$ cat src/hw/gwf_cfg.svh
// Offsets, field positions, reset values and timing counts of the pin block.
`ifndef GWF_CFG_SVH
`define GWF_CFG_SVH
`define GWF_CLK_MHZ        25
`define GWF_WAKE_MIN_NS    1000
`define GWF_WAKE_CYC       ((`GWF_WAKE_MIN_NS * `GWF_CLK_MHZ + 999) / 1000)
`define GWF_ABS_RES_UV     89
`define GWF_RATIO_SHIFT    16
`define GWF_ADDR_CFG_LO    12'h000
`define GWF_ADDR_CFG_HI    12'h004
`define GWF_ADDR_OUT       12'h008
`define GWF_ADDR_IN        12'h00C
`define GWF_ADDR_CTRL      12'h010
`define GWF_ADDR_STAT      12'h014
`define GWF_ADDR_MASK      12'h018
`define GWF_ADDR_ADC       12'h01C
`define GWF_ADDR_MEAS      12'h020
`define GWF_FN_AIN         2'h0
`define GWF_FN_DOUT        2'h1
`define GWF_FN_DIN         2'h2
`define GWF_CFG_RST        18'h1A006
`define GWF_CFG_LOCK_BOT   18'h18006
`define GWF_LOCK_MASK      18'h3C00F
`define GWF_CTRL_WAKE_EN   0
`define GWF_CTRL_SLEEP     1
`define GWF_CTRL_LFAULT    2
`define GWF_CTRL_RATIO     3
`define GWF_ST_WAKE        0
`define GWF_ST_FIN         1
`define GWF_ST_SLEEP       2
`endif

$ cat src/hw/gwf_pkg.sv
// Types shared by the pin block modules.
package gwf_pkg;
    typedef enum logic [1:0] {
        GWF_PWR_SLEEP  = 2'b00,
        GWF_PWR_NORMAL = 2'b01
    } gwf_pwr_t;
    typedef logic [1:0] gwf_fn_t;
endpackage : gwf_pkg

$ cat src/hw/gwf_wake_if.sv
// Wake-up signals passed between the top and the wake controller.
`timescale 1ns/1ps
interface gwf_wake_if;
    logic pin7_level;
    logic wake_armed;
    logic sleep_req;
    logic awake;
    logic wake_event;
    modport ctl (input pin7_level, wake_armed, sleep_req,
                 output awake, wake_event);
    modport top (output pin7_level, wake_armed, sleep_req,
                 input awake, wake_event);
endinterface : gwf_wake_if

$ cat src/hw/gwf_wake.sv
// Wake controller: minimum high time filter and low-power state machine.
`timescale 1ns/1ps
`include "gwf_cfg.svh"
module gwf_wake #(
    parameter int WAKE_CYC = `GWF_WAKE_CYC
) (
    // Clock and reset.
    input wire logic clk_sys,
    input wire logic rst,
    // Wake signals.
    gwf_wake_if.ctl  w
);
    logic [15:0]       cnt;
    gwf_pkg::gwf_pwr_t state;
    gwf_pkg::gwf_pwr_t next_state;
    wire  hold_high = w.wake_armed && w.pin7_level;
    wire  cnt_done  = cnt >= 16'(WAKE_CYC);

    // The count restarts on any low, so glitches never accumulate.
    always_ff @(posedge clk_sys or posedge rst) begin
        if (rst)
            cnt <= 16'h0000;
        else if (!hold_high)
            cnt <= 16'h0000; // [RULE13]
        else if (!cnt_done)
            cnt <= cnt + 16'h0001;
    end

    always_comb begin
        next_state = state;
        unique case (state)
            gwf_pkg::GWF_PWR_SLEEP: begin
                if (hold_high && cnt_done)
                    next_state = gwf_pkg::GWF_PWR_NORMAL; // [RULE4]
            end
            gwf_pkg::GWF_PWR_NORMAL: begin
                if (w.sleep_req && !hold_high)
                    next_state = gwf_pkg::GWF_PWR_SLEEP; // [RULE5] [RULE6]
            end
            default: next_state = gwf_pkg::GWF_PWR_NORMAL;
        endcase
    end

    always_ff @(posedge clk_sys or posedge rst) begin
        if (rst)
            state <= gwf_pkg::GWF_PWR_NORMAL;
        else
            state <= next_state;
    end

    assign w.awake      = (state == gwf_pkg::GWF_PWR_NORMAL);
    assign w.wake_event = (state == gwf_pkg::GWF_PWR_SLEEP) &&
                          (next_state == gwf_pkg::GWF_PWR_NORMAL);

    property p_stay_awake;
        @(posedge clk_sys) disable iff (rst)
        (hold_high && state == gwf_pkg::GWF_PWR_NORMAL) |=>
            state == gwf_pkg::GWF_PWR_NORMAL;
    endproperty
    a_stay_awake: assert property (p_stay_awake) // [RULE5]
        else $error("Device slept while pin 7 held wake.");

    property p_no_early_wake;
        @(posedge clk_sys) disable iff (rst)
        (state == gwf_pkg::GWF_PWR_SLEEP && !cnt_done) |=>
            state == gwf_pkg::GWF_PWR_SLEEP;
    endproperty
    a_no_early_wake: assert property (p_no_early_wake) // [RULE4]
        else $error("Wake before minimum high time.");

    property p_cnt_restart;
        @(posedge clk_sys) disable iff (rst)
        !hold_high |=> cnt == 16'h0000;
    endproperty
    a_cnt_restart: assert property (p_cnt_restart) // [RULE13]
        else $error("Wake counter not restarted on low.");

    property p_sleep_entry;
        @(posedge clk_sys) disable iff (rst)
        (state == gwf_pkg::GWF_PWR_NORMAL && w.sleep_req && !hold_high)
            |=> state == gwf_pkg::GWF_PWR_SLEEP;
    endproperty
    a_sleep_entry: assert property (p_sleep_entry) // [RULE6]
        else $error("Sleep request with pin 7 low ignored.");
endmodule : gwf_wake

$ cat src/hw/gwf_pinmux.sv
// Per-pin direction and output selection with chain-bottom overrides.
`timescale 1ns/1ps
`include "gwf_cfg.svh"
module gwf_pinmux (
    // Configuration and levels.
    input  wire logic [17:0] cfg,
    input  wire logic [8:0]  out_val,
    input  wire logic        bottom,
    input  wire logic        sdo_val,
    input  wire logic        sdo_en,
    input  wire logic        fault_out,
    // Pin drive.
    output logic      [8:0]  pin_o,
    output logic      [8:0]  pin_oe
);
    genvar i;
    generate
        for (i = 0; i < 9; i++) begin : g_pin
            wire gwf_pkg::gwf_fn_t fn = cfg[2*i+1:2*i];
            wire is_out = (fn == `GWF_FN_DOUT); // [RULE1]
            if (i == 1) begin : g_fault
                assign pin_o[i]  = fault_out;  // [RULE8]
                assign pin_oe[i] = 1'b1;
            end else if (i == 8) begin : g_sdo
                assign pin_o[i]  = bottom ? sdo_val : out_val[i]; // [RULE2]
                assign pin_oe[i] = bottom ? sdo_en : is_out;
            end else begin : g_std
                assign pin_o[i]  = out_val[i];
                assign pin_oe[i] = is_out && !(bottom && i == 7); // [RULE2]
            end
        end
    endgenerate
endmodule : gwf_pinmux

$ cat src/hw/gwf_top.sv
// General-purpose pin block with wake-up, fault relay and APB registers.
//
// Overview of operation
// RULE1: Each pin is a Schmitt digital input or buffered output per its config; pin 2 is always driven with fault out, whatever its config.
// RULE2: At chain bottom pin 8 is serial clock in, pin 9 serial data out.
// RULE3: Pin 7 wakes only with function input (10) and wake enable set.
// RULE4: Pin 7 high beyond the minimum wake time moves sleep to normal mode.
// RULE5: Pin 7 high with wake enabled keeps device awake despite sleep causes.
// RULE6: Sleep needs pin 7 low plus sleep command or communication timeout.
// RULE7: Fault from the upper device is sensed on pin 1.
// RULE8: Fault is passed down on pin 2, high meaning fault.
// RULE9: Absolute mode result step is 89 microvolts.
// RULE10: Ratiometric result step is two to the minus 16 of the reference.
// RULE11: Only pins 3 to 9 offer analog conversion.
// RULE12: At chain bottom the configs of pins 1, 2, 8, 9 are locked.
// RULE13: Wake minimum time is a counter restarting when pin 7 drops.
// RULE14: Fault out is high when fault in or a local fault is active.
`timescale 1ns/1ps
`include "gwf_cfg.svh"
module gwf_top #(
    parameter int WAKE_CYC = `GWF_WAKE_CYC
) (
    // Clock and reset.
    input  wire logic        clk_sys,
    input  wire logic        rst,
    // APB slave.
    input  wire logic        psel,
    input  wire logic        penable,
    input  wire logic        pwrite,
    input  wire logic [11:0] paddr,
    input  wire logic [31:0] pwdata,
    output logic      [31:0] prdata,
    output logic             pready,
    output logic             pslverr,
    // Pins and chain.
    input  wire logic [8:0]  pin_i,
    output logic      [8:0]  pin_o,
    output logic      [8:0]  pin_oe,
    input  wire logic        serial_port_select_pin,
    input  wire logic        iso_link_minus_pin,
    input  wire logic        iso_link_plus_pin,
    input  wire logic        comm_timeout,
    // Analog conversion result.
    input  wire logic [15:0] adc_code,
    input  wire logic [3:0]  adc_pin,
    input  wire logic        adc_valid,
    // Serial port towards the slave core and power state.
    output logic             spi_sclk,
    output logic             spi_cs,
    output logic             spi_sdi,
    input  wire logic        spi_sdo,
    input  wire logic        spi_sdo_en,
    output logic             awake,
    output logic             irq
);
    logic [8:0]  pin_m;
    logic [8:0]  pin_s;
    logic [2:0]  ctl_m;
    logic [2:0]  ctl_s;
    logic [17:0] cfg;
    logic [8:0]  out_val;
    logic [3:0]  ctrl;
    logic [2:0]  stat;
    logic [2:0]  mask;
    logic [3:0]  meas_pin;
    logic [15:0] meas_code;
    logic [31:0] meas_uv;
    logic        sleep_cmd;
    logic [8:0]  next_pin_o;
    logic [8:0]  next_pin_oe;

    // Every pin and link input passes two flops before use.
    always_ff @(posedge clk_sys or posedge rst) begin
        if (rst) begin
            pin_m <= 9'h000;
            pin_s <= 9'h000;
            ctl_m <= 3'h0;
            ctl_s <= 3'h0;
        end else begin
            pin_m <= pin_i;
            pin_s <= pin_m;
            ctl_m <= {serial_port_select_pin, iso_link_minus_pin,
                      iso_link_plus_pin};
            ctl_s <= ctl_m;
        end
    end

    wire bottom     = ctl_s[2];
    wire fault_in   = pin_s[0];                               // [RULE7]
    wire local_flt  = ctrl[`GWF_CTRL_LFAULT];
    wire fault_out  = fault_in || local_flt;                  // [RULE14]
    wire pin7_is_in = cfg[13:12] == `GWF_FN_DIN;
    wire wake_armed = pin7_is_in && ctrl[`GWF_CTRL_WAKE_EN];  // [RULE3]

    gwf_wake_if wif ();
    assign wif.pin7_level = pin_s[6];
    assign wif.wake_armed = wake_armed;
    assign wif.sleep_req  = sleep_cmd || comm_timeout;        // [RULE6]

    gwf_wake #(
        .WAKE_CYC (WAKE_CYC)
    ) u_wake (
        .clk_sys (clk_sys),
        .rst     (rst),
        .w       (wif.ctl)
    );

    gwf_pinmux u_mux (
        .cfg       (cfg),
        .out_val   (out_val),
        .bottom    (bottom),
        .sdo_val   (spi_sdo),
        .sdo_en    (spi_sdo_en),
        .fault_out (fault_out),
        .pin_o     (next_pin_o),
        .pin_oe    (next_pin_oe)
    );

    // APB decode; the slave answers in the access cycle with no wait.
    wire        wr      = psel && penable && pwrite;
    wire        rd_acc  = psel && !penable && !pwrite;
    wire        hit_clo = paddr == `GWF_ADDR_CFG_LO;
    wire        hit_chi = paddr == `GWF_ADDR_CFG_HI;
    wire        hit_out = paddr == `GWF_ADDR_OUT;
    wire        hit_in  = paddr == `GWF_ADDR_IN;
    wire        hit_ctl = paddr == `GWF_ADDR_CTRL;
    wire        hit_st  = paddr == `GWF_ADDR_STAT;
    wire        hit_msk = paddr == `GWF_ADDR_MASK;
    wire        hit_adc = paddr == `GWF_ADDR_ADC;
    wire        hit_ms  = paddr == `GWF_ADDR_MEAS;
    wire        mapped  = hit_clo | hit_chi | hit_out | hit_in | hit_ctl |
                          hit_st | hit_msk | hit_adc | hit_ms;
    wire [17:0] cfg_wr  = hit_clo ? {cfg[17:16], pwdata[15:0]}
                                  : {pwdata[1:0], cfg[15:0]};
    // Locked fields keep their fixed roles at chain bottom.
    wire [17:0] lock_v  = bottom ? `GWF_LOCK_MASK : 18'h00000;
    wire [17:0] next_cfg = (cfg_wr & ~lock_v) |
                           (`GWF_CFG_LOCK_BOT & lock_v);      // [RULE12]
    wire [17:0] cfg_fix = (cfg & ~lock_v) |
                          (`GWF_CFG_LOCK_BOT & lock_v);
    // Sleep entry is taken from the registered copy, so that a timeout
    // entry counts as well as a command.
    wire [2:0]  events  = {awake && !wif.awake, fault_in,
                           wif.wake_event};
    wire [2:0]  next_stat = (stat & ~(wr && hit_st ? pwdata[2:0] : 3'h0))
                            | events;
    // Analog results exist only for pins 3 to 9.
    wire        meas_ok = adc_valid && adc_pin >= 4'h3 &&
                          adc_pin <= 4'h9;                    // [RULE11]
    // Absolute: code times 89 uV; ratiometric: code over 2^16 of ref.
    wire [31:0] next_uv = ctrl[`GWF_CTRL_RATIO]
                          ? 32'(adc_code)                     // [RULE10]
                          : 32'(adc_code) * `GWF_ABS_RES_UV;  // [RULE9]

    always_ff @(posedge clk_sys or posedge rst) begin
        if (rst) begin
            cfg     <= `GWF_CFG_RST;
            out_val <= 9'h000;
            ctrl    <= 4'h0;
            mask    <= 3'h0;
        end else begin
            if (wr && (hit_clo || hit_chi))
                cfg <= next_cfg;                              // [RULE1]
            else
                cfg <= cfg_fix;
            if (wr && hit_out)
                out_val <= pwdata[8:0];
            if (wr && hit_ctl)
                ctrl <= {pwdata[3:2], 1'b0, pwdata[0]};
            if (wr && hit_msk)
                mask <= pwdata[2:0];
        end
    end

    always_ff @(posedge clk_sys or posedge rst) begin
        if (rst) begin
            sleep_cmd <= 1'b0;
            stat      <= 3'h0;
            meas_pin  <= 4'h0;
            meas_code <= 16'h0000;
            meas_uv   <= 32'h00000000;
        end else begin
            sleep_cmd <= wr && hit_ctl && pwdata[`GWF_CTRL_SLEEP];
            stat      <= next_stat;
            if (meas_ok) begin
                meas_pin  <= adc_pin;
                meas_code <= adc_code;
                meas_uv   <= next_uv;
            end
        end
    end

    logic [31:0] rd_mux;
    assign rd_mux = hit_clo ? {16'h0000, cfg[15:0]} :
                    hit_chi ? {30'h0, cfg[17:16]} :
                    hit_out ? {23'h0, out_val} :
                    hit_in  ? {23'h0, pin_s} :
                    hit_ctl ? {28'h0000000, ctrl} :
                    hit_st  ? {29'h0, stat} :
                    hit_msk ? {29'h0, mask} :
                    hit_adc ? {12'h000, meas_pin, meas_code} :
                    hit_ms  ? meas_uv : 32'h00000000;

    always_ff @(posedge clk_sys or posedge rst) begin
        if (rst) begin
            prdata   <= 32'h00000000;
            pready   <= 1'b0;
            pslverr  <= 1'b0;
            pin_o    <= 9'h000;
            pin_oe   <= 9'h000;
            spi_sclk <= 1'b0;
            spi_cs   <= 1'b1;
            spi_sdi  <= 1'b0;
            awake    <= 1'b1;
            irq      <= 1'b0;
        end else begin
            if (rd_acc)
                prdata <= {rd_mux[31:12], rd_mux[11:0]};
            pready   <= psel && !penable;
            pslverr  <= psel && !penable && !mapped;
            pin_o    <= next_pin_o;
            pin_oe   <= next_pin_oe;
            spi_sclk <= bottom && pin_s[7];                   // [RULE2]
            spi_cs   <= bottom ? ctl_s[1] : 1'b1;
            spi_sdi  <= bottom && ctl_s[0];
            awake    <= wif.awake;
            irq      <= |(next_stat & mask);
        end
    end

    property p_fault_relay;
        @(posedge clk_sys) disable iff (rst)
        fault_out |=> pin_o[1] && pin_oe[1];
    endproperty
    a_fault_relay: assert property (p_fault_relay) // [RULE8]
        else $error("Fault not driven on pin 2.");

    property p_fault_or;
        @(posedge clk_sys) disable iff (rst)
        !(fault_in || local_flt) |=> !pin_o[1];
    endproperty
    a_fault_or: assert property (p_fault_or) // [RULE14]
        else $error("Fault out high with no fault source.");

    property p_lock;
        @(posedge clk_sys) disable iff (rst)
        (bottom && $stable(bottom)) |->
            cfg[17:14] == 4'h6 && cfg[3:0] == 4'h6;
    endproperty
    a_lock: assert property (p_lock) // [RULE12]
        else $error("Locked pin configuration changed at chain bottom.");

    property p_arm;
        @(posedge clk_sys) disable iff (rst)
        (!wif.awake && !(cfg[13:12] == 2'h2 && ctrl[0])) |=> !wif.awake;
    endproperty
    a_arm: assert property (p_arm) // [RULE3]
        else $error("Woke although pin 7 was not armed.");

    property p_abs;
        @(posedge clk_sys) disable iff (rst)
        (meas_ok && !ctrl[3]) |=> meas_uv == 32'($past(adc_code)) * 32'h59;
    endproperty
    a_abs: assert property (p_abs) // [RULE9]
        else $error("Absolute scaling wrong.");

    property p_no_analog_12;
        @(posedge clk_sys) disable iff (rst)
        (adc_valid && adc_pin < 4'h3) |=> $stable(meas_code);
    endproperty
    a_no_analog_12: assert property (p_no_analog_12) // [RULE11]
        else $error("Result stored for a non-analog pin.");
endmodule : gwf_top

$ cat config.mk
export PLATFORM = sky130hd
export DESIGN_NAME = gwf_top
export DESIGN_NICKNAME = d
export VERILOG_FILES = /design/src/hw/gwf_pkg.sv /design/src/hw/gwf_wake_if.sv /design/src/hw/gwf_wake.sv /design/src/hw/gwf_pinmux.sv /design/src/hw/gwf_top.sv
export VERILOG_INCLUDE_DIRS = /design/src /design/src/hw
export SDC_FILE = /design/constraint.sdc
export NUM_CORES = 1
export LEC_CHECK = 0
export ABC_AREA = 1
export ABC_CLOCK_PERIOD_IN_PS = 11000
export BUFFER_PORTS_ARGS = -buffer_cell sky130_fd_sc_hd__buf_2
export CAP_MARGIN = 20
export CORE_ASPECT_RATIO = 1.5
export CORE_UTILIZATION = 36
export CTS_CLUSTER_DIAMETER = 40
export DETAILED_ROUTE_END_ITERATION = 10
export GPL_TIMING_DRIVEN = 0
export SETUP_SLACK_MARGIN = 0.02
export SLEW_MARGIN = 5
export SYNTH_ARGS = -nofsm -noshare
export SYNTH_HDL_FRONTEND = slang
export SYNTH_SLANG_ARGS = --single-unit
$ cat constraint.sdc
create_clock -name clk_sys -period 11 [get_ports clk_sys]
set_input_delay 1.1 -clock clk_sys [delete_from_list [all_inputs] [get_ports clk_sys]]
set_output_delay 1.1 -clock clk_sys [all_outputs]
set_load 0.005 [all_outputs]
* Word-level counts from Yosys, hierarchy flattened
Index checks and enable logic that the tools add are counted.
** Storage, ports and cells
- Bits in registers :: 188
- Bits of input ports :: 85
- Word-level logic and storage cells :: 123
- Output and inout port bits :: 57
** Cells by class
- Order comparisons :: 3
- Add/sub/neg operators :: 1
- Reductions and logical operators :: 34
- Mux-type cells :: 22
- Multipliers :: 1
- Equal/unequal tests :: 20
- Bitwise gates (word level) :: 17
** Operators by type and width (number)
- two-way mux 32 bit :: 9
- two-way mux 18 bit :: 3
- == test 12 x 5 -> 1 bit, second input constant :: 4
- bitwise AND 18 bit :: 2
- bitwise OR 18 x 17 -> 18 bit :: 2
- two-way mux 16 bit :: 2
- == test 12 x 4 -> 1 bit, second input constant :: 2
- multiplier 16 x 7 -> 23 bit, second input constant :: 1
- two-way mux 23 bit :: 1
- logical AND 1 bit :: 22
- == test 2 x 1 -> 1 bit, second input constant :: 10
- inverter 18 bit :: 1
- adder 16 x 1 -> 16 bit, second input constant :: 1
- greater-or-equal comparator 16 x 5 -> 1 bit, second input constant :: 1
- == test 12 x 3 -> 1 bit, second input constant :: 1
- == test 12 x 6 -> 1 bit, second input constant :: 1
- zero test 12 bit :: 1
- bitwise OR 1 bit :: 8
- bitwise AND 3 bit :: 2
- zero test 1 bit :: 6
- greater-or-equal comparator 4 x 2 -> 1 bit, second input constant :: 1
- <= comparator 4 bit, second input constant :: 1
- two-way mux 2 bit :: 2
- case mux 2 bit (2 select lines) :: 1
- other kinds (9) :: 13

* Logic depth before layout (Yosys ltp)
Gate-level depths: netlist (run 1).
- Word-level depth :: 12
- Depth in mapped cells :: 19
- Depth with buffers taken out :: 19

* Modules after synthesis
A second synthesis (run 1) with hierarchy kept.
** Unflattened totals
- Cells, all modules :: 1110
- Area total of the unflattened synthesis :: 9514.1 um^2
** Modules (own cells, without submodules)
- gwf_top :: cells an instance 965, sequential area each 3737.3 um^2, times used 1, area an instance 8409.3 um^2
- gwf_wake :: cells an instance 107, sequential area each 451.7 um^2, times used 1, area an instance 902.1 um^2
- gwf_pinmux :: cells an instance 38, sequential area each 0.0 um^2, times used 1, area an instance 202.7 um^2

* Worst setup path before layout (run 1)
OpenSTA, ideal clock, no wires.
- Kind :: input-to-reg
- Start point :: input adc_code[1]
- End point :: register meas_uv[18]
- Arrival :: 4035 ps
- Stages on the path :: 17
- Data required time :: 10917 ps
- Slack :: 6882 ps
- Library setup time :: 83 ps
- Path buffers :: 0
- Cells stage by stage :: ha_1 -> inv_1 -> fa_1 -> inv_1 -> ha_1 -> inv_1 -> fa_1 -> inv_1 -> ha_1 -> a21oi_1 -> nand2_1 -> a21boi_0 -> or2_2 -> nand2_1 -> nand2_1 -> nand2_1 -> o21ai_0
** On the way
- Longest elaborated chain between the ends :: 2
** RTL lines
- from (decl) :: line gwf_top.sv:44 : input wire logic [15:0] adc_code,
- multiplier 16 x 7 -> 23 bit (no line)
- two-way mux 23 bit (no line)
- to (signal assigned) :: line gwf_top.sv:188 : meas_uv <= next_uv;
- to (decl) :: line gwf_top.sv:67 : logic [31:0] meas_uv;
Every way passes these cells.
A chain may end at the register's enable or synchronous reset.

* Worst setup path after layout (run 1)
- Start point :: input adc_code[3]
- End point :: register meas_uv[18]
Same word-level chain as after synthesis.

==> out/results.tsv, run 1 <==
stage	metric	value	unit
run_status	result of the run	finished, final reports clean	
floorplan	x dimension of the die	134	µm
grt	gr ovfl total	0	
floorplan	die area	26800	µm²
routing	initial drt markers	399	
timing	transition time at the pin with the least slew margin	0.655	ns
critical_path	critical path data arrival time	4.53	ns
finish	number of nets in the final layout	1420	
clock_network	number of clock sinks	167	
clock_network	TritonCTS clock tree	yes	
finish	Finished Core Util	0.430	
routing	post-detailed-route via-to-cell ratio	4.73	
yosys	Post-synth EDFFs	0	
pwr	peak ir drop on the vdd network	0.000115	V
critical_path	CP endpoint kind	flop	
critical_path	class of the most critical setup path	primary input to flop	
yosys	most used standard cell by instance count after synthesis	sky130_fd_sc_hd__nand2_1	
routing	number of nets with antenna violations after detailed routing	0	
routing	final routed wirelength across all metal layers	24300	µm
floorplan	floorplan die height	200	µm
grt	largest net degree at the start of global routing	94	
timing	final max-slew violation count	0	
finish	diode count	0	
clock_network	setup fix buffers added after clock tree synthesis	0	
placed_design	final weighted congestion in routability-driven placement	0.857	
timing	setup repair after global routing missed its margin	no	
yosys	average cell area after synthesis	8.55	µm²
clock_network	number of buffers inserted for hold repair after clock tree synthesis	0	
timing	ratio of final minimum period to clock period	0.379	
clock_network	buffers from clock root to sink, at most	2	
floorplan	site row count	72	
placed_design	detailed placement HPWL	19600	µm
yosys	commonest register cell after synthesis	sky130_fd_sc_hd__dfrtp_1	
routing	number of vias after detailed routing	7533	
clock_network	Clock Tree Root	sky130_fd_sc_hd__clkbuf_16	
pwr	Static Leak	5.94	nW
grt	all-layer global routing usage	0.193	
timing	worst-case clock skew	0.00658	ns
placed_design	I/O Buffers	116	
routing	number of detailed-route iterations in the first pass	5	
grt	antenna violations before repair	0	
yosys	area share of the leading cell type in the synthesized netlist	0.422	
critical_path	Critical Path Source Type	primary input	
yosys	post-synthesis async set-or-reset flop share	1.00	
critical_path	required time of the critical path	11.36	ns
timing	maximum clock frequency	240	MHz
yosys	sequential-to-total area share from yosys stat	0.445	
yosys	total of warnings raised by yosys	0	
finish	non-filler instance count after layout	1593	
clock_network	clock insertion delay at the later pin of the skew report	0.44	ns
yosys	unique cell type count in the Yosys netlist	46	
grt	global-route wire length before repair	39600	µm
clock_network	post-cts resize count	0	
routing	DRC violation count after routing	0	
timing	endpoints failing hold	0	
critical_path	largest driver fanout on the critical path	6	
timing	Slew HR	0.562	
clock_network	Max H-tree Level	4	
yosys	dominant cells by area after synthesis	sky130_fd_sc_hd__dfrtp_1, sky130_fd_sc_hd__nand2_1, sky130_fd_sc_hd__ha_1, sky130_fd_sc_hd__inv_1, sky130_fd_sc_hd__fa_1	
floorplan	count of pins on the block boundary	142	
finish	share of final-layout standard cells stronger than drive strength 1	0.178	
grt	vias in the first global route	7757	
flow_run	max cap viols	0	
clock_network	cts bufs inserted	17	
yosys	top cells by instance count after synthesis	sky130_fd_sc_hd__nand2_1, sky130_fd_sc_hd__inv_1, sky130_fd_sc_hd__dfrtp_1	
yosys	cell taking the most area after synthesis	sky130_fd_sc_hd__dfrtp_1	
floorplan	Floorplan Core Area	25800	µm²
timing	sum of negative setup slack	0	ns
placed_design	placed instance count	1561	
timing	clock period minus final worst setup slack	4.17	ns
worst_hold_path	Hold Crit Class	flop to flop	
clock_network	clock slew at the register clock pins of the worst setup and hold paths	0.07	ns
yosys	Syn Std Cell Area	9420	µm²
finish	Area Overhead vs Synth	17.6	%
yosys	number of cells produced by synthesis	1102	
yosys	flop and latch count out of synthesis	167	
floorplan	Initial Utilization	0.366	
timing	final-report setup violation count	0	
pwr	power density cells	162	nW/µm²
routing	Routed wire per std cell	15.3	µm
area by class of cell:
class / count / area, µm²
Timing Repair Buffer: 117 / 608
Clock buffer: 19 / 453
Fill cell: 2649 / 14700
Clock inverter: 13 / 135
Inverter: 192 / 733
Tap cell: 333 / 417
Sequential cell: 167 / 4190
Multi-Input combinational cell: 721 / 4370
Buffer: 31 / 171
cell families after synthesis:
group	synth area share
other cells	0.000797
xor+xnor	0.00558
fa+ha+maj	0.136
flops	0.445
buf+inv	0.0953
mux	0.00359
simple gates	0.212
compound gates	0.102
metrics by stage:
stage	hold slack [ns]	setup WS [ns]	total power, W	instance area (µm²)
floorplan	0.331	5.39	0.00107	9450
finish	0.352	6.83	0.00179	11100
CTS	0.351	6.81	0.00181	11100
detailed placement	0.336	6.35	0.00121	10500
global route	0.356	6.56	0.00192	11100
global placement	0.334	3.51	0.00120	10400
worst max-delay path: stages:
cell	delay, ns
sky130_fd_sc_hd__buf_2	0.15
sky130_fd_sc_hd__ha_1	0.28
sky130_fd_sc_hd__inv_1	0.05
sky130_fd_sc_hd__fa_1	0.49
sky130_fd_sc_hd__inv_1	0.04
sky130_fd_sc_hd__ha_1	0.26
sky130_fd_sc_hd__inv_1	0.05
sky130_fd_sc_hd__fa_1	0.49
sky130_fd_sc_hd__inv_1	0.04
sky130_fd_sc_hd__ha_1	0.37
sky130_fd_sc_hd__a21oi_1	0.22
sky130_fd_sc_hd__nand2_1	0.14
sky130_fd_sc_hd__a21boi_0	0.36
sky130_fd_sc_hd__or2_2	0.18
sky130_fd_sc_hd__nand2_1	0.06
sky130_fd_sc_hd__nand2_1	0.06
sky130_fd_sc_hd__nand2_1	0.04
sky130_fd_sc_hd__o21ai_0	0.15
registers in the layout, indices dropped and copies added, names as in the netlist, 2 cells and up:
register,flops
out_val,9
pin_s,9
cfg,18
u_wake.state,2
meas_pin,4
mask,3
u_wake.cnt,16
meas_code,16
ctl_s,3
pin_o,9
stat,3
ctl_m,3
ctrl,3
pin_oe,9
prdata,23
meas_uv,20
pin_m,9
layout by cell type, fill, tap and decap left out, types with 8 or more instances in the layout:
cell / Yosys / final
sky130_fd_sc_hd__nand2_1: 247 / 247
sky130_fd_sc_hd__inv_1: 184 / 183
sky130_fd_sc_hd__dfrtp_1: 159 / 159
sky130_fd_sc_hd__buf_2: 8 / 124
sky130_fd_sc_hd__o21ai_0: 80 / 80
sky130_fd_sc_hd__nor2_1: 80 / 80
sky130_fd_sc_hd__ha_1: 64 / 64
sky130_fd_sc_hd__nand3_1: 49 / 49
sky130_fd_sc_hd__a21oi_1: 43 / 43
sky130_fd_sc_hd__fa_1: 24 / 24
sky130_fd_sc_hd__nand4_1: 18 / 18
sky130_fd_sc_hd__clkbuf_16: 0 / 17
sky130_fd_sc_hd__o21ai_1: 15 / 15
sky130_fd_sc_hd__o22ai_1: 15 / 15
sky130_fd_sc_hd__clkbuf_1: 11 / 11
sky130_fd_sc_hd__conb_1: 2 / 11
sky130_fd_sc_hd__buf_4: 10 / 10
sky130_fd_sc_hd__dfstp_2: 8 / 8
power by group:
group / switching [W] / leakage (nW) / internal [W] / total (W)
sequential: 0.0000211 / 2.09 / 0.000667 / 0.000688
combinational: 0.000325 / 3.56 / 0.000181 / 0.000506
clock: 0.000266 / 0.289 / 0.000330 / 0.000596
total: 0.000612 / 5.94 / 0.00118 / 0.00179
metal layers:
metal  global-route usage  share of wire  vias up  wire length [µm]
li1                     -              -     3778                 -
met1                0.203           0.39     3582              9450
met2                0.382           0.56      142             13700
met3               0.0283          0.028       31               685
met4               0.0687          0.022        0               539
met5                    0              0        -                 0
worst paths after layout:
kind	start	end	slack, ns	depth (start not counted)
setup reg to reg	ctrl[3]	meas_uv[6]	9.32	6
max in group asynchronous	rst	awake	9.42	3
hold reg to reg	pin_m[4]	pin_s[4]	0.35	0
min in group asynchronous	rst	pin_m[5]	0.72	2
hold / removal	pin_m[4]	pin_s[4]	0.35	0
setup / recovery	adc_code[3]	meas_uv[18]	6.83	18
No activity file was read; power rests on OpenSTA's default activity.
==> run 2, diff against run 1 <==
- ABC_CLOCK_PERIOD_IN_PS: 11000 -> 3750
- clock period: 11 -> 3.75 ns (I/O delays scaled with it)
==> run 2 against run 1 <==
Setup slack worse by 6.5 ns; sequential share of layout area down 0.21 points; hold slack worse by 0.31 ns; clock skew up 0.0022 ns; count of clock-buffer cells in the layout down 2; cell count up 0.25%; flip-flop and latch count unchanged; via count up 0.82%; utilization up 0.24 points; sequential power rose to 2.9 times the previous value; largest cell class unchanged; largest power group unchanged.
==> out/results.tsv, run 2 (synthesis results as in run 1) <==
stage	metric	value	unit	change
routing	initial drt markers	404		was 399
timing	Slew HR	0.554		was 0.562
routing	DRC violation count after routing	0		unchanged
finish	most used cells in the layout excluding fill and tap cells	sky130_fd_sc_hd__nand2_1, sky130_fd_sc_hd__inv_1, sky130_fd_sc_hd__dfrtp_1, sky130_fd_sc_hd__buf_2		unchanged
placed_design	detailed placement HPWL	19500	µm	was 19600 µm
finish	number of flip-flops in the largest register	23		unchanged
clock_network	cts bufs inserted	17		unchanged
critical_path	class of the most critical setup path	primary input to flop		unchanged
floorplan	Floorplan Core Area	25800	µm²	unchanged
grt	global-route wire length before repair	39500	µm	was 39600 µm
floorplan	count of pins on the block boundary	142		unchanged
routing	number of nets with antenna violations after detailed routing	0		unchanged
clock_network	Max H-tree Level	4		unchanged
critical_path	required time of the critical path	4.05	ns	was 11.36 ns
routing	Routed wire per std cell	15.1	µm	was 15.3 µm
critical_path	CP endpoint kind	flop		unchanged
grt	gr ovfl total	0		unchanged
critical_path	Critical Path Source Type	primary input		unchanged
finish	share of final-layout standard cells stronger than drive strength 1	0.180		was 0.178
grt	vias in the first global route	7747		was 7757
pwr	total chip power	0.00525	W	was 0.00179 W
critical_path	flop2flop setup slack	2.03	ns	was 9.32 ns
floorplan	site row count	72		unchanged
timing	setup repair after global routing missed its margin	no		unchanged
floorplan	Initial Utilization	0.366		unchanged
critical_path	critical path data arrival time	3.74	ns	was 4.53 ns
timing	maximum clock frequency	290	MHz	
clock_network	buffers from clock root to sink, at most	2		unchanged
finish	non-filler instance count after layout	1597		was 1593
routing	post-detailed-route via-to-cell ratio	4.76		was 4.73
pwr	power density cells	472	nW/µm²	was 162 nW/µm²
timing	transition time at the pin with the least slew margin	0.667	ns	was 0.655 ns
finish	register bank with the most flops	prdata		unchanged
timing	endpoints failing hold	0		unchanged
placed_design	placed instance count	1564		was 1561
pwr	peak ir drop on the vdd network	0.000308	V	was 0.000115 V
routing	final routed wirelength across all metal layers	24000	µm	was 24300 µm
critical_path	largest driver fanout on the critical path	6		unchanged
worst_hold_path	Hold Crit Class	primary input to flop		was flop to flop
finish	diode count	0		unchanged
critical_path	number of cells traversed by the worst register-to-register path	6		unchanged
routing	number of detailed-route iterations in the first pass	5		unchanged
clock_network	TritonCTS clock tree	yes		unchanged
routing	number of vias after detailed routing	7595		was 7533
placed_design	I/O Buffers	116		unchanged
flow_run	max cap viols	0		unchanged
floorplan	die area	26800	µm²	unchanged
timing	worst-case clock skew	0.00879	ns	was 0.00658 ns
floorplan	floorplan die height	200	µm	unchanged
worst_hold_path	WHS Path Cells	1		was 0
pwr	Static Leak	5.96	nW	was 5.94 nW
finish	Area Overhead vs Synth	18.2	%	was 17.6%
placed_design	final weighted congestion in routability-driven placement	0.893		was 0.857
finish	number of nets in the final layout	1424		was 1420
clock_network	clock slew at the register clock pins of the worst setup and hold paths	0.07	ns	about the same
clock_network	number of clock sinks	167		unchanged
timing	clock period minus final worst setup slack	3.45	ns	
timing	final-report setup violation count	0		unchanged
grt	all-layer global routing usage	0.191		was 0.193
floorplan	x dimension of the die	134	µm	unchanged
run_status	result of the run	finished, final reports clean		unchanged
finish	layout filler cell count	2625		was 2649
finish	most common library cell in the layout ignoring fill and taps	sky130_fd_sc_hd__nand2_1		unchanged
timing	ratio of final minimum period to clock period	0.920		
clock_network	Clock Tree Root	sky130_fd_sc_hd__clkbuf_16		unchanged
grt	largest net degree at the start of global routing	41		was 94
grt	antenna violations before repair	1		was 0
finish	registers with the highest flip-flop counts	prdata: 23 flops, meas_uv: 20 flops, cfg: 18 flops		unchanged
timing	final max-slew violation count	0		unchanged
clock_network	clock insertion delay at the later pin of the skew report	0.43	ns	was 0.44 ns
==> run 2: changes by cell type in the layout (fill, tap and decap cells not counted), sizes merged <==
cell / delta
clkbuf: -2
clkinv: -1
dlygate4sd3: +1
inv: +1
buf: +3
clkinvlp: +2
==> run 2: final cells by class <==
class / count / area, µm² / share of cell area
Inverter: 192 / 729 / 0.0655
Buffer: 31 / 171 / 0.0154
Clock inverter: 15 / 161 / 0.0145
Timing Repair Buffer: 121 / 671 / 0.0602
Tap cell: 333 / 417 / 0.0374
Clock buffer: 17 / 425 / 0.0382
Sequential cell: 167 / 4190 / 0.376
Multi-Input combinational cell: 721 / 4370 / 0.392
==> run 2: metrics by stage <==
stage / util / hold slack (ns) / instance area (µm²) / setup slack (ns) / setup TNS, ns
global route: 0.432 / 0.0372 / 11100 / 0.0293 / 0
finish: 0.432 / 0.0456 / 11100 / 0.302 / 0
CTS: 0.432 / 0.0374 / 11100 / 0.214 / 0
global placement: 0.406 / 0.335 / 10500 / -0.181 / -0.413
floorplan: - / 0.331 / 9460 / 0.357 / 0
detailed placement: 0.409 / 0.336 / 10500 / -0.226 / -0.642
==> run 2: worst max-delay path: stages <==
cell	delay, ns
sky130_fd_sc_hd__buf_2	0.15
sky130_fd_sc_hd__ha_1	0.30
sky130_fd_sc_hd__fa_1	0.47
sky130_fd_sc_hd__ha_1	0.30
sky130_fd_sc_hd__inv_1	0.05
sky130_fd_sc_hd__fa_1	0.50
sky130_fd_sc_hd__inv_1	0.04
sky130_fd_sc_hd__ha_1	0.36
sky130_fd_sc_hd__a21oi_1	0.41
sky130_fd_sc_hd__o21ai_0	0.13
sky130_fd_sc_hd__nand2_1	0.08
sky130_fd_sc_hd__nand3_1	0.12
sky130_fd_sc_hd__nand2_1	0.09
sky130_fd_sc_hd__nand2_1	0.04
sky130_fd_sc_hd__o21ai_0	0.21
sky130_fd_sc_hd__o21ai_0	0.13
==> run 2: what timing repair did <==
action                                  4_1_cts  5_1_grt
hold buffers                                  1        0
setup buffers                                 0        0
gates resized for setup                       0        2
hold endpoints to repair                     20        0
endpoints found under the setup margin        0        2
==> run 2: where the power goes <==
part / switching (W) / internal (W)
sequential: 0.0000623 / 0.00195
combinational: 0.000951 / 0.000540
clock: 0.000801 / 0.000944
total: 0.00181 / 0.00344
==> run 2: per-layer routing <==
metal | vias to the layer above | GRT usage | part of all wire
met4 | 0 | 0.0712 | 0.024
met1 | 3623 | 0.209 | 0.39
met3 | 36 | 0.0242 | 0.032
met2 | 162 | 0.372 | 0.55
met5 | - | 0 | 0
li1 | 3774 | - | -
==> run 2: final timing paths <==
path,from,end
min reg2reg,ctl_m[0],ctl_s[0]
max in group asynchronous,rst,cfg[15]
max,adc_code[4],meas_uv[15]
min in group asynchronous,rst,u_wake.cnt[5]
max reg2reg,ctrl[3],meas_uv[6]
min,serial_port_select_pin,ctl_m[2]
==> run 3, diff against run 2 <==
- PLACE_DENSITY: not set -> 0.56
==> run 3 against run 2 <==
Wire length rose by 0.33%; largest cell class unchanged; sequential power barely moved; maximum frequency grew 0.76%; critical endpoint is now meas_uv[18]; setup slack improved by 0.026 ns.
==> out/results.tsv, run 3 (synthesis results as in run 1) <==
stage	metric	value	unit	change
run_status	result of the run	finished, final reports clean		unchanged
clock_network	Max H-tree Level	4		unchanged
floorplan	site row count	72		unchanged
routing	Routed wire per std cell	15.1	µm	about the same
pwr	cell-internal power	0.00339	W	was 0.00344 W
grt	gr ovfl total	0		unchanged
grt	largest net degree at the start of global routing	38		was 41
critical_path	required time of the critical path	4.11	ns	was 4.05 ns
critical_path	Critical Path Source Type	primary input		unchanged
clock_network	buffers from clock root to sink, at most	2		unchanged
routing	number of detailed-route iterations in the first pass	5		unchanged
grt	global-route wire length before repair	39400	µm	was 39500 µm
critical_path	longest individual stage delay on the worst path	0.50	ns	about the same
finish	registers with the highest flip-flop counts	prdata: 23 flops, meas_uv: 20 flops, cfg: 18 flops		unchanged
placed_design	detailed placement HPWL	19700	µm	was 19500 µm
timing	ratio of final minimum period to clock period	0.913		was 0.920
placed_design	worst-case setup slack after placement	-0.235	ns	was -0.226 ns
clock_network	clock slew at the register clock pins of the worst setup and hold paths	0.07	ns	about the same
floorplan	die area	26800	µm²	unchanged
finish	share of final-layout standard cells stronger than drive strength 1	0.180		about the same
clock_network	cts bufs inserted	17		unchanged
floorplan	x dimension of the die	134	µm	unchanged
grt	antenna violations before repair	0		was 1
timing	setup ws final	0.328	ns	was 0.302 ns
pwr	switching power as a share of total power	0.348		was 0.345
clock_network	Clock Tree Root	sky130_fd_sc_hd__clkbuf_16		unchanged
clock_network	clock insertion delay at the later pin of the skew report	0.43	ns	about the same
pwr	Sequential Power Share	0.387		was 0.384
finish	number of nets in the final layout	1425		was 1424
timing	clock period minus final worst setup slack	3.42	ns	was 3.45 ns
timing	Slew HR	0.559		was 0.554
floorplan	Floorplan Core Area	25800	µm²	unchanged
floorplan	count of pins on the block boundary	142		unchanged
finish	Area Overhead vs Synth	18.2	%	about the same
finish	register bank with the most flops	prdata		unchanged
timing	endpoints failing hold	0		unchanged
timing	setup repair after global routing missed its margin	no		unchanged
pwr	power density cells	467	nW/µm²	was 472 nW/µm²
finish	most used cells in the layout excluding fill and tap cells	sky130_fd_sc_hd__nand2_1, sky130_fd_sc_hd__inv_1, sky130_fd_sc_hd__dfrtp_1, sky130_fd_sc_hd__buf_2		unchanged
finish	most common library cell in the layout ignoring fill and taps	sky130_fd_sc_hd__nand2_1		unchanged
routing	number of vias after detailed routing	7570		was 7595
worst_hold_path	Hold Crit Class	primary input to flop		unchanged
finish	diode count	0		unchanged
floorplan	floorplan die height	200	µm	unchanged
timing	transition time at the pin with the least slew margin	0.660	ns	was 0.667 ns
floorplan	Initial Utilization	0.366		unchanged
clock_network	TritonCTS clock tree	yes		unchanged
critical_path	kind of cell adding the most delay to the critical path	adder cells		unchanged
placed_design	I/O Buffers	116		unchanged
pwr	reported net switching power	0.00181	W	about the same
routing	post-detailed-route via-to-cell ratio	4.74		was 4.76
routing	DRC violation count after routing	0		unchanged
pwr	clock network fraction of total power	0.326		was 0.332
critical_path	CP cell instances	buf_2 -> ha_1 -> inv_1 -> fa_1 -> inv_1 -> ha_1 -> inv_1 -> fa_1 -> inv_1 -> ha_1 -> a21oi_1 -> nand2_1 -> a21boi_1 -> or2_2 -> nand2_1 -> nand2_1 -> nand2_1 -> o21ai_0		was buf_2 -> ha_1 -> fa_1 -> ha_1 -> inv_1 -> fa_1 -> inv_1 -> ha_1 -> a21oi_1 -> o21ai_0 -> nand2_1 -> nand3_1 -> nand2_1 -> nand2_1 -> o21ai_0 -> o21ai_0
routing	number of nets with antenna violations after detailed routing	0		unchanged
clock_network	number of clock sinks	167		unchanged
pwr	Static Leak	5.97	nW	was 5.96 nW
timing	final max-slew violation count	0		unchanged
critical_path	critical-path cell with the highest stage delay	sky130_fd_sc_hd__fa_1		unchanged
pwr	peak ir drop on the vdd network	0.000319	V	was 0.000308 V
critical_path	CP endpoint kind	flop		unchanged
critical_path	Worst Path Buf+Inv	5		was 3
grt	all-layer global routing usage	0.191		about the same
grt	vias in the first global route	7752		was 7747
placed_design	final weighted congestion in routability-driven placement	0.883		was 0.893
critical_path	flop2flop setup slack	2.09	ns	was 2.03 ns
pwr	total chip power	0.00520	W	was 0.00525 W
routing	final routed wirelength across all metal layers	24100	µm	was 24000 µm
routing	initial drt markers	374		was 404
timing	maximum clock frequency	292	MHz	was 290 MHz
timing	final-report setup violation count	0		unchanged
timing	worst-case clock skew	0.00715	ns	was 0.00879 ns
critical_path	class of the most critical setup path	primary input to flop		unchanged
flow_run	max cap viols	0		unchanged
critical_path	critical path data arrival time	3.78	ns	was 3.74 ns
critical_path	largest driver fanout on the critical path	6		unchanged
finish	number of flip-flops in the largest register	23		unchanged
pwr	power share of the combinational group	0.287		was 0.284
## run 3: what timing repair did
item,in CTS,in global routing
endpoints found under the setup margin,0,1
setup buffers,0,0
hold buffers,1,0
gates resized for setup,0,1
endpoints found under the hold margin,17,0
## run 3: layout make-up
cell class | count | area [µm²]
Clock inverter | 14 | 133
Fill cell | 2639 | 14600
Multi-Input combinational cell | 721 | 4370
Inverter | 192 | 729
Buffer | 31 | 171
Timing Repair Buffer | 122 | 691
Tap cell | 333 | 417
Sequential cell | 167 | 4190
Clock buffer | 18 | 439
## run 3: worst paths after layout
check,cells after the start,from,end
max,18,adc_code[3],meas_uv[18]
min,1,pin_i[5],pin_m[5]
max reg2reg,6,ctrl[3],meas_uv[6]
min reg2reg,0,pin_m[0],pin_s[0]
max in group asynchronous,7,rst,spi_cs
min in group asynchronous,3,rst,u_wake.cnt[5]
## run 3: per-stage QoR
step	TNS, ns	util	area (µm²)	hold slack [ns]	std cells
floorplan	0	-	9460	0.331	1111
global placement	-0.425	0.406	10500	0.335	1560
detailed placement	-0.515	0.410	10600	0.336	1565
CTS	0	0.432	11100	0.0325	1598
global route	0	0.432	11100	0.0353	1598
finish	0	0.432	11100	0.0409	1598
## run 3: power by group through the flow
stage,combinational [W],sequential (W),clock [W]
4_1_cts,0.00150,0.00202,0.00172
6_report,0.00149,0.00202,0.00169
3_5_place_dp,0.00149,0.00205,0
2_1_floorplan,0.00109,0.00203,0
5_1_grt,0.00172,0.00203,0.00179
3_3_place_gp,0.00146,0.00205,0
## run 3: worst reg2reg max path: cells and delay by family (launching register included)
family / cells / cell delay [ns]
buffers and inverters: 2 / 0.83
flip-flops: 1 / 0.32
AND/OR/NAND/NOR: 2 / 0.23
AO/OA/AOI/OAI: 2 / 0.15
## run 3: metal layers
metal  part of all wire  GRT usage  wire length (µm)
met5                  0          0                 0
met4              0.032     0.0857               779
met3              0.023     0.0205               563
met2               0.54      0.367             13100
met1               0.40      0.209              9710
